### config.mk
export PLATFORM = sky130hd
export DESIGN_NAME = piwc_ctrl
export DESIGN_NICKNAME = d
export VERILOG_FILES = /design/src/hw/piwc_pkg.sv /design/src/hw/piwc_ctrl.sv
export VERILOG_INCLUDE_DIRS = /design/src /design/src/hw
export SDC_FILE = /design/constraint.sdc
export NUM_CORES = 1
export LEC_CHECK = 0
export ABC_AREA = 1
export BUFFER_PORTS_ARGS = -buffer_cell sky130_fd_sc_hd__buf_4
export CAP_MARGIN = 30
export CORE_MARGIN = 2
export CORE_UTILIZATION = 45
export DETAILED_ROUTE_END_ITERATION = 10
export PLACE_DENSITY_LB_ADDON = 0.08
export SLEW_MARGIN = 20
export SYNTH_ARGS = -nofsm -noshare
export SYNTH_HDL_FRONTEND = slang
export SYNTH_SLANG_ARGS = --single-unit
### constraint.sdc
create_clock -name CLK -period 21.1 [get_ports CLK]
set_clock_uncertainty 0.1 [all_clocks]
set_input_delay 3.165 -clock CLK [delete_from_list [all_inputs] [get_ports CLK]]
set_output_delay 3.165 -clock CLK [all_outputs]
set_load 0.1 [all_outputs]
### src/hw/piwc_map.svh
// register offsets, field positions and reset values of the interrupt and wake controller
// assumes an 8-bit special-register space reached over a word-wide Wishbone slave
`ifndef PIWC_MAP_SVH
`define PIWC_MAP_SVH
`define PIWC_OFS_TRIG 8'h88
`define PIWC_OFS_FLAG 8'h95
`define PIWC_OFS_P1MASK 8'h96
`define PIWC_OFS_MAINEN 8'hA8
`define PIWC_OFS_AUXEN 8'hA9
`define PIWC_OFS_MPLO 8'hB8
`define PIWC_OFS_MPHI 8'hB9
`define PIWC_OFS_APLO 8'hBA
`define PIWC_OFS_APHI 8'hBB
`define PIWC_OFS_CTRL 8'hC0
`define PIWC_OFS_STAT 8'hC1
`define PIWC_OFS_VEC 8'hC2
`define PIWC_RST_BYTE 8'h00
`define PIWC_GLOBAL_BIT 7
`define PIWC_MAIN_MASK 8'hBF
`define PIWC_AUX_MASK 8'h0F
`define PIWC_PRIO_MASK 8'h3F
`define PIWC_APRIO_MASK 8'h0F
`define PIWC_FLAG_RMASK 8'hBF
`define PIWC_TRIG_RMASK 8'h55
`define PIWC_NSRC 11
`define PIWC_VEC_BASE 8'h03
`define PIWC_ICE_SLOT 6
`define PIWC_LVL_MAX 2'h3
`endif

### src/hw/piwc_pkg.sv
// types of the interrupt and wake controller
// assumes the map header defines the source count
`include "piwc_map.svh"
package piwc_pkg;
    typedef logic [1:0] piwc_lvl_t;
    typedef logic [`PIWC_NSRC-1:0] piwc_src_t;
    typedef enum logic [1:0] {
        PIWC_IDLE = 2'b00,
        PIWC_ACK = 2'b01
    } piwc_bus_e;
endpackage

### src/hw/piwc_ctrl.sv
// Functional notes
// - grant only above every level in service
// - equal or lower request waits for return
// - higher level preempts; in-service tracked per level
// - global enable bit seven gates all servicing
// - main enable bits for six sources
// - pin enables also enable stop wake-up
// - aux enable bits for four sources
// - port-1 enable gates service and idle wake, not stop wake
// - per-pin port-1 change mask, reset clear
// - two-bit priority, 3 highest, 0 lowest
// - main priority pair bit positions
// - aux priority pair bit positions
// - pins 0/1 trigger type: level or fall
// - pin 0/1 flags set on fall, cleared on entry
// - pin 2 falling only, cleared on entry
// - port-1 flag on masked pin change
// - write zero clears flag, one keeps
// - refuse stop while enabled pin low
// - fixed vectors 0003 upward in steps 8
// - idle wake any enabled; stop wake pins only
// - after stop wake, enter only if enabled
//
// interrupt enable, priority, pin detection and wake logic
// assumes a classic Wishbone master and a core that pulses entry/return
//
// Added by the designer: the Wishbone interface to the registers.
`timescale 1ns/10ps
`include "piwc_map.svh"
module piwc_ctrl
    import piwc_pkg::*;
(
    // system
    input wire logic CLK,
    input wire logic SYS_RST,
    // wishbone slave
    input wire logic WB_CYC,
    input wire logic WB_STB,
    input wire logic WB_WE,
    input wire logic [7:0] WB_ADR,
    input wire logic [3:0] WB_SEL,
    input wire logic [31:0] WB_DAT_I,
    output logic [31:0] WB_DAT_O,
    output logic WB_ACK,
    // pins
    input wire logic EXT_REQUEST_PIN_A,
    input wire logic EXT_REQUEST_PIN_B,
    input wire logic EXT_REQUEST_PIN_C,
    input wire logic [7:0] PORT1_PINS,
    // peripheral event pulses and level requests
    input wire logic TIMER0_EVT,
    input wire logic TIMER1_EVT,
    input wire logic SERIAL_REQ,
    input wire logic TIMER2_REQ,
    input wire logic TIMER3_EVT,
    input wire logic CONV_DONE_EVT,
    input wire logic TOUCH_DONE_EVT,
    input wire logic LOW_VOLTAGE,
    // core handshake
    input wire logic CORE_ENTRY,
    input wire logic CORE_RETURN,
    input wire logic STOP_REQ,
    output logic IRQ_VALID,
    output logic [7:0] IRQ_VECTOR,
    output logic IDLE_WAKE,
    output logic STOP_WAKE,
    output logic STOP_REFUSE
);

////////////////////////////////////////////////////////////////////////////////
// pin synchronisers, two flops before any logic
logic [10:0] sync1, sync2, prev;
always_ff @(posedge CLK or posedge SYS_RST) begin
    if (SYS_RST) begin
        sync1 <= 11'h7FF;
        sync2 <= 11'h7FF;
        prev <= 11'h7FF;
    end else begin
        sync1 <= {PORT1_PINS, EXT_REQUEST_PIN_C, EXT_REQUEST_PIN_B, EXT_REQUEST_PIN_A};
        sync2 <= sync1;
        prev <= sync2;
    end
end
logic [2:0] pin_lvl, pin_fall;
logic [7:0] p1_chg;
always_comb begin
    pin_lvl = sync2[2:0];
    pin_fall = prev[2:0] & ~sync2[2:0];
    p1_chg = prev[10:3] ^ sync2[10:3];
end

////////////////////////////////////////////////////////////////////////////////
// registers
logic [7:0] trig, p1mask, mainen, auxen, mplo, mphi, aplo, aphi;
logic [3:0] iflag;
logic tf3, adf, tkf;
logic [3:0] insvc;
logic [7:0] sel_vec;
piwc_bus_e bus_st;
logic [7:0] next_trig, next_p1mask, next_mainen, next_auxen;
logic [7:0] next_mplo, next_mphi, next_aplo, next_aphi;
logic [3:0] next_iflag;
logic next_tf3, next_adf, next_tkf;
logic [3:0] next_insvc;
logic [7:0] rd_byte;
logic wr_hit;
logic [7:0] wdat;
piwc_src_t req, ena;
piwc_lvl_t lvl [`PIWC_NSRC];
logic [3:0] win_idx;
piwc_lvl_t win_lvl;
logic win_ok;
logic [1:0] top_lvl;
logic svc_any;
logic wake_pin;

assign wr_hit = WB_CYC & WB_STB & WB_WE & WB_SEL[0] & (bus_st == PIWC_IDLE);
assign wdat = WB_DAT_I[7:0];

////////////////////////////////////////////////////////////////////////////////
// source table, index = vector slot, slot 6 unused
logic [`PIWC_NSRC-1:0] raw;
logic [`PIWC_NSRC-1:0] en_bit;
logic [`PIWC_NSRC-1:0] hi_bit, lo_bit;
always_comb begin
    raw[0] = trig[1] | (~trig[0] & ~pin_lvl[0]);
    raw[1] = trig[5];
    raw[2] = trig[3] | (~trig[2] & ~pin_lvl[1]);
    raw[3] = trig[7];
    raw[4] = SERIAL_REQ;
    raw[5] = TIMER2_REQ;
    raw[6] = 1'b0;
    raw[7] = tf3;
    raw[8] = iflag[1];
    raw[9] = iflag[2];
    raw[10] = adf | tkf;
    en_bit[0] = mainen[0];
    en_bit[1] = mainen[1];
    en_bit[2] = mainen[2];
    en_bit[3] = mainen[3];
    en_bit[4] = mainen[4];
    en_bit[5] = mainen[5];
    en_bit[6] = 1'b0;
    en_bit[7] = auxen[0];
    en_bit[8] = auxen[1];
    en_bit[9] = auxen[2];
    en_bit[10] = auxen[3];
    hi_bit[5:0] = mphi[5:0];
    lo_bit[5:0] = mplo[5:0];
    hi_bit[6] = 1'b0;
    lo_bit[6] = 1'b0;
    hi_bit[10:7] = aphi[3:0];
    lo_bit[10:7] = aplo[3:0];
end

genvar gi;
generate
    for (gi = 0; gi < `PIWC_NSRC; gi++) begin : g_src
        assign lvl[gi] = {hi_bit[gi], lo_bit[gi]};
        assign ena[gi] = mainen[`PIWC_GLOBAL_BIT] & en_bit[gi];
        assign req[gi] = raw[gi] & ena[gi];
    end
endgenerate

////////////////////////////////////////////////////////////////////////////////
// arbitration
always_comb begin
    win_ok = 1'b0;
    win_idx = 4'h0;
    win_lvl = 2'h0;
    for (int i = `PIWC_NSRC - 1; i >= 0; i--) begin
        if (req[i] && (!win_ok || lvl[i] >= win_lvl)) begin
            win_ok = 1'b1;
            win_idx = 4'(i);
            win_lvl = lvl[i];
        end
    end
    svc_any = |insvc;
    top_lvl = 2'h0;
    for (int l = 0; l < 4; l++) begin
        if (insvc[l]) begin
            top_lvl = 2'(l);
        end
    end
end

logic grant_ok;
// equal or lower waits for return
assign grant_ok = win_ok & (!svc_any | (win_lvl > top_lvl));

////////////////////////////////////////////////////////////////////////////////
// next state
always_comb begin
    next_trig = trig;
    next_p1mask = p1mask;
    next_mainen = mainen;
    next_auxen = auxen;
    next_mplo = mplo;
    next_mphi = mphi;
    next_aplo = aplo;
    next_aphi = aphi;
    next_iflag = iflag;
    next_tf3 = tf3;
    next_adf = adf;
    next_tkf = tkf;
    next_insvc = insvc;
    if (wr_hit) begin
        case (WB_ADR)
            `PIWC_OFS_TRIG: next_trig = wdat;
            `PIWC_OFS_P1MASK: next_p1mask = wdat;
            `PIWC_OFS_MAINEN: next_mainen = wdat & `PIWC_MAIN_MASK;
            `PIWC_OFS_AUXEN: next_auxen = wdat & `PIWC_AUX_MASK;
            `PIWC_OFS_MPLO: next_mplo = wdat & `PIWC_PRIO_MASK;
            `PIWC_OFS_MPHI: next_mphi = wdat & `PIWC_PRIO_MASK;
            `PIWC_OFS_APLO: next_aplo = wdat & `PIWC_APRIO_MASK;
            `PIWC_OFS_APHI: next_aphi = wdat & `PIWC_APRIO_MASK;
            `PIWC_OFS_FLAG: begin
                next_tf3 = tf3 & wdat[0];
                next_iflag[1] = iflag[1] & wdat[1];
                next_iflag[2] = iflag[2] & wdat[2];
                next_adf = adf & wdat[4];
                next_tkf = tkf & wdat[5];
            end
            default: begin
            end
        endcase
    end
    // hardware entry clears pin flags
    if (CORE_ENTRY && IRQ_VALID) begin
        // pin 0/1 and port-1 flags cleared on entry
        if (IRQ_VECTOR == `PIWC_VEC_BASE) begin
            next_trig[1] = 1'b0;
        end
        if (IRQ_VECTOR == `PIWC_VEC_BASE + 8'h10) begin
            next_trig[3] = 1'b0;
        end
        if (IRQ_VECTOR == `PIWC_VEC_BASE + 8'h40) begin
            next_iflag[1] = 1'b0;
        end
        // pin 2 flag cleared on entry
        if (IRQ_VECTOR == `PIWC_VEC_BASE + 8'h48) begin
            next_iflag[2] = 1'b0;
        end
    end
    if (CORE_RETURN) begin
        next_insvc[top_lvl] = 1'b0;
    end
    if (CORE_ENTRY && IRQ_VALID) begin
        next_insvc[lvl[IRQ_VECTOR[6:3]]] = 1'b1;
    end
    // sets applied last so an event beats a clear
    // falling edge sets regardless of enable
    if (pin_fall[0] && trig[0]) begin
        next_trig[1] = 1'b1;
    end
    if (pin_fall[1] && trig[2]) begin
        next_trig[3] = 1'b1;
    end
    if (pin_fall[2]) begin
        next_iflag[2] = 1'b1;
    end
    if (|(p1_chg & p1mask)) begin
        next_iflag[1] = 1'b1;
    end
    if (TIMER0_EVT) begin
        next_trig[5] = 1'b1;
    end
    if (TIMER1_EVT) begin
        next_trig[7] = 1'b1;
    end
    if (TIMER3_EVT) begin
        next_tf3 = 1'b1;
    end
    if (CONV_DONE_EVT) begin
        next_adf = 1'b1;
    end
    if (TOUCH_DONE_EVT) begin
        next_tkf = 1'b1;
    end
end

////////////////////////////////////////////////////////////////////////////////
// read mux and outputs
always_comb begin
    case (WB_ADR)
        `PIWC_OFS_TRIG: rd_byte = trig;
        `PIWC_OFS_FLAG: rd_byte = {LOW_VOLTAGE, 1'b0, tkf, adf, 1'b0, iflag[2:1], tf3};
        `PIWC_OFS_P1MASK: rd_byte = p1mask;
        `PIWC_OFS_MAINEN: rd_byte = mainen;
        `PIWC_OFS_AUXEN: rd_byte = auxen;
        `PIWC_OFS_MPLO: rd_byte = mplo;
        `PIWC_OFS_MPHI: rd_byte = mphi;
        `PIWC_OFS_APLO: rd_byte = aplo;
        `PIWC_OFS_APHI: rd_byte = aphi;
        `PIWC_OFS_STAT: rd_byte = {4'h0, insvc};
        `PIWC_OFS_VEC: rd_byte = sel_vec;
        default: rd_byte = `PIWC_RST_BYTE;
    endcase
end

logic [7:0] next_vec;
logic next_valid, next_iwake, next_swake, next_refuse;
always_comb begin
    // vector = 03 + 8 * slot
    next_vec = `PIWC_VEC_BASE + {1'b0, win_idx, 3'b000};
    // entry only when enabled, stop wake alone does not enter
    next_valid = grant_ok;
    // idle wake by any enabled request
    next_iwake = win_ok;
    // pin enables wake stop without global bit
    // port-1 wake ignores its irq enable
    wake_pin = (mainen[0] & ~pin_lvl[0]) | (mainen[2] & ~pin_lvl[1])
             | (auxen[2] & pin_fall[2]) | (|(p1_chg & p1mask));
    next_swake = wake_pin;
    // refuse stop while enabled pin low
    next_refuse = STOP_REQ & ((mainen[0] & ~pin_lvl[0]) | (mainen[2] & ~pin_lvl[1])
                | (auxen[2] & ~pin_lvl[2]));
end

always_ff @(posedge CLK or posedge SYS_RST) begin
    if (SYS_RST) begin
        trig <= `PIWC_RST_BYTE;
        p1mask <= `PIWC_RST_BYTE;
        mainen <= `PIWC_RST_BYTE;
        auxen <= `PIWC_RST_BYTE;
        mplo <= `PIWC_RST_BYTE;
        mphi <= `PIWC_RST_BYTE;
        aplo <= `PIWC_RST_BYTE;
        aphi <= `PIWC_RST_BYTE;
        iflag <= 4'h0;
        tf3 <= 1'b0;
        adf <= 1'b0;
        tkf <= 1'b0;
        insvc <= 4'h0;
        sel_vec <= `PIWC_RST_BYTE;
        IRQ_VALID <= 1'b0;
        IRQ_VECTOR <= `PIWC_RST_BYTE;
        IDLE_WAKE <= 1'b0;
        STOP_WAKE <= 1'b0;
        STOP_REFUSE <= 1'b0;
    end else begin
        trig <= next_trig;
        p1mask <= next_p1mask;
        mainen <= next_mainen;
        auxen <= next_auxen;
        mplo <= next_mplo;
        mphi <= next_mphi;
        aplo <= next_aplo;
        aphi <= next_aphi;
        iflag <= next_iflag;
        tf3 <= next_tf3;
        adf <= next_adf;
        tkf <= next_tkf;
        insvc <= next_insvc;
        sel_vec <= next_vec;
        IRQ_VALID <= next_valid;
        IRQ_VECTOR <= next_vec;
        IDLE_WAKE <= next_iwake;
        STOP_WAKE <= next_swake;
        STOP_REFUSE <= next_refuse;
    end
end

////////////////////////////////////////////////////////////////////////////////
// wishbone: one wait state, ack for one cycle
piwc_bus_e next_bus;
logic [31:0] next_dat;
always_comb begin
    next_bus = PIWC_IDLE;
    next_dat = WB_DAT_O;
    if (bus_st == PIWC_IDLE && WB_CYC && WB_STB) begin
        next_bus = PIWC_ACK;
        next_dat = {24'h000000, rd_byte};
    end
end
always_ff @(posedge CLK or posedge SYS_RST) begin
    if (SYS_RST) begin
        bus_st <= PIWC_IDLE;
        WB_ACK <= 1'b0;
        WB_DAT_O <= 32'h00000000;
    end else begin
        bus_st <= next_bus;
        WB_ACK <= (next_bus == PIWC_ACK);
        WB_DAT_O <= next_dat;
    end
end

endmodule

==> results.md <==
* Initial antenna violation count at 0
* Number of synthesized flops with an enable pin at 0
* Commonest non-fill, non-tap cell in the layout: nand2_1
* Post-synth top area share at 31.9%
* Via Count at 4,865
* Fmax achieved at 0.0992 GHz
* Ys async rst share at 100%
* Dominant synthesized flop cell: dfrtp_1
* Share of layout cells above drive strength 1 at 20.7%
* Hold buffers post-CTS at 0
* Top cell by count, worst path: nand2_1
* Max-slew headroom at 48.8%
* Sink Count at 107
* Worst-Margin Slew at 0.748 ns
* HPWL Detailed at 11,900 um
* Pwr Density at 63.1 nW/um^2
* Min Clock Period, post-route at 10.08 ns
* Fillcell total at 1,212
* Vias in the first global route at 4,872
* Largest cells by area after synthesis: dfrtp_1 (32%), dfstp_2 (15%), nand2_1 (8.7%), inv_1 (7.0%), o21ai_0 (5.2%)
* Final Cycle Share at 47.8%
* Vias/cell at 5.23
* Synthesized area at 5810 sq um
* First DRT Iteration DRCs at 348
* Number of synthesized register bits at 107
* First-pass iteration count of the detailed router at 5
* Slowest cell on crit path: dfrtp_1
* Avg Cell Area, Syn at 8.46 sq um
* Clk_lat worst skew at 0.36 ns
* Worst R2R Start: mainen[7]
* Setup crit start kind: register
* Endpoints failing setup at 0
* Min-delay src: sync1[3]
* Synth warn at 0
* Max-slew violation count at 0
* Nets at 843
* Wirelength, routed at 15,200 um
* RSZ-0062 raised after global routing: no
* Static Leak at 0.00323 uW
* Synth cell types at 51
* Register area share after synthesis at 46.8%
* Crit-path max cell delay at 0.64 ns
* Residual DRC count at 0
* Die ar. at 13,800 sq um
* GR Util All Layers at 23.0%
* Max-Cap Viols at 0
* Largest net degree at the start of global routing at 56
* Core Util, Final at 52.7%
* Clock Tree Buf Depth at 2
* Crit path from: mainen[7]
* Tightest Hold Check Type: reg2reg
* H-tree levels at 3
* Worst Path Arrival at 10.19 ns
* Top-Level Pins at 116
* Root buf cell: clkbuf_16
* Critical path type: reg2reg
* Leading cell types in the layout, fill and taps excluded: nand2_1 (135), inv_1 (107), dfrtp_1 (74)
* Routed Antenna Nets at 0
* Setup bufs post-CTS at 0
* Peak supply drop at 85.0 uV
* Cell row count at 41
* Clk slew on worst S/H paths at 0.07 ns
* Worst path top cell family by delay: simple AND/OR/NAND/NOR gates
* Post-Synthesis Cells at 687
* Port bufs at 62
* DIE WIDTH at 118 um
* TritonCTS buffer count at 9
* Initial Util at 46.1%
* Core area at 12,600 sq um
* Ant. Diodes at 0
* Resized Gates After CTS at 0
* Synth area leader: dfrtp_1
* Die Span Y at 118 um
* GRT overflow at 0
* Worst setup EP type: register
* GPL Wtd Cong at 0.967
* Status: finished clean
* CP bufs+invs at 11
* Setup TNS at 0 ns
* First-pass GRT wire length at 24,800 um
* Layout area overhead at 14.3%
* Critical Path RT at 21.21 ns
* Worst-path fanout max at 9
* Hold Fails Final Rpt at 0
* Average wire per standard cell at 16.3 um
* TritonCTS clock tree: yes
power breakdown:
| group | switching, uW | internal (uW) | total [uW] |
|---|---|---|---|
| combinational | 35.7 | 8.03 | 43.7 |
| sequential | 2.67 | 212 | 214 |
| clock | 78.4 | 82.4 | 161 |
| total | 117 | 302 | 419 |
worst reg2reg max path, delay by kind of cell, from the launching register on:
family | cells | cell delay, ns
AOI/OAI and AO/OA | 12 | 1.82
adders and majority gates | 10 | 2.51
buffers and inverters | 11 | 0.87
DFF | 1 | 0.64
and+or+nand+nor | 39 | 3.99
cell families (layout without fill, tap and decap cells):
group,Yosys count,in the layout,share of synthesized area (%)
compound gates,142,142,15.2
flops,107,107,46.8
xor+xnor,3,3,0.452
other cells,2,27,0.129
buf+inv,151,197,11.7
simple gates,262,262,21.5
fa+ha+maj,19,19,4.09
mux,1,1,0.194
path summary, 6_finish.rpt:
path                        endpoint  slack [ns]  depth (start not counted)
max reg2reg                IRQ_VALID       11.02                         72
max                        IRQ_VALID       11.02                         72
min reg2reg                 sync2[3]        0.26                          0
min                         sync2[3]        0.26                          0
max in group asynchronous     WB_ACK       16.94                          3
min in group asynchronous        tkf        2.78                          2
through the flow:
step | power [uW] | hold WS [ns] | instance area [sq um] | setup slack [ns] | instances
floorplan | 254 | 0.245 | 5910 | 12.26 | 712
global placement | 262 | 0.246 | 6360 | 11.37 | 913
detailed placement | 262 | 0.247 | 6360 | 11.03 | 913
CTS | 423 | 0.257 | 6640 | 10.97 | 929
global route | 433 | 0.259 | 6650 | 9.87 | 930
finish | 419 | 0.257 | 6650 | 11.02 | 930
cell usage after synthesis, types with 11 or more instances:
master    instances
inv_1           108
buf_4            27
a21oi_1          12
nor2_1           48
o21ai_0          60
o21ai_1          15
dfstp_2          33
ha_1             19
a221oi_1         16
o22ai_1          13
dfrtp_1          74
nand3_2          11
nand2_1         135
nand3_1          28
layer usage:
| metal | vias up | part of all wire [%] | wire length [um] | global-route usage [%] |
|---|---|---|---|---|
| met5 | - | 0 | 0 | 0 |
| met2 | 190 | 47 | 7080 | 37.6 |
| met3 | 45 | 7.4 | 1120 | 5.96 |
| li1 | 2343 | - | - | - |
| met4 | 0 | 4.8 | 734 | 11.3 |
| met1 | 2287 | 41 | 6240 | 28.1 |
state kept, by name, summed over array words and instances (netlist names), 5 cells and up:
signal	count
sel_vec	5
sync2	11
trig	8
mplo	6
prev	11
WB_DAT_O	8
sync1	11
mphi	6
p1mask	8
mainen	7
final cells by class:
| type | instances | area [sq um] | share of cell area (%) |
|---|---|---|---|
| Multi-Input combinational cell | 454 | 2510 | 37.8 |
| Tap cell | 172 | 215 | 3.24 |
| Clock inverter | 5 | 46.3 | 0.697 |
| Timing Repair Buffer | 64 | 480 | 7.23 |
| Sequential cell | 107 | 2720 | 40.9 |
| Inverter | 117 | 443 | 6.67 |
| Clock buffer | 11 | 233 | 3.50 |
Power figures use the tool's default switching activity.
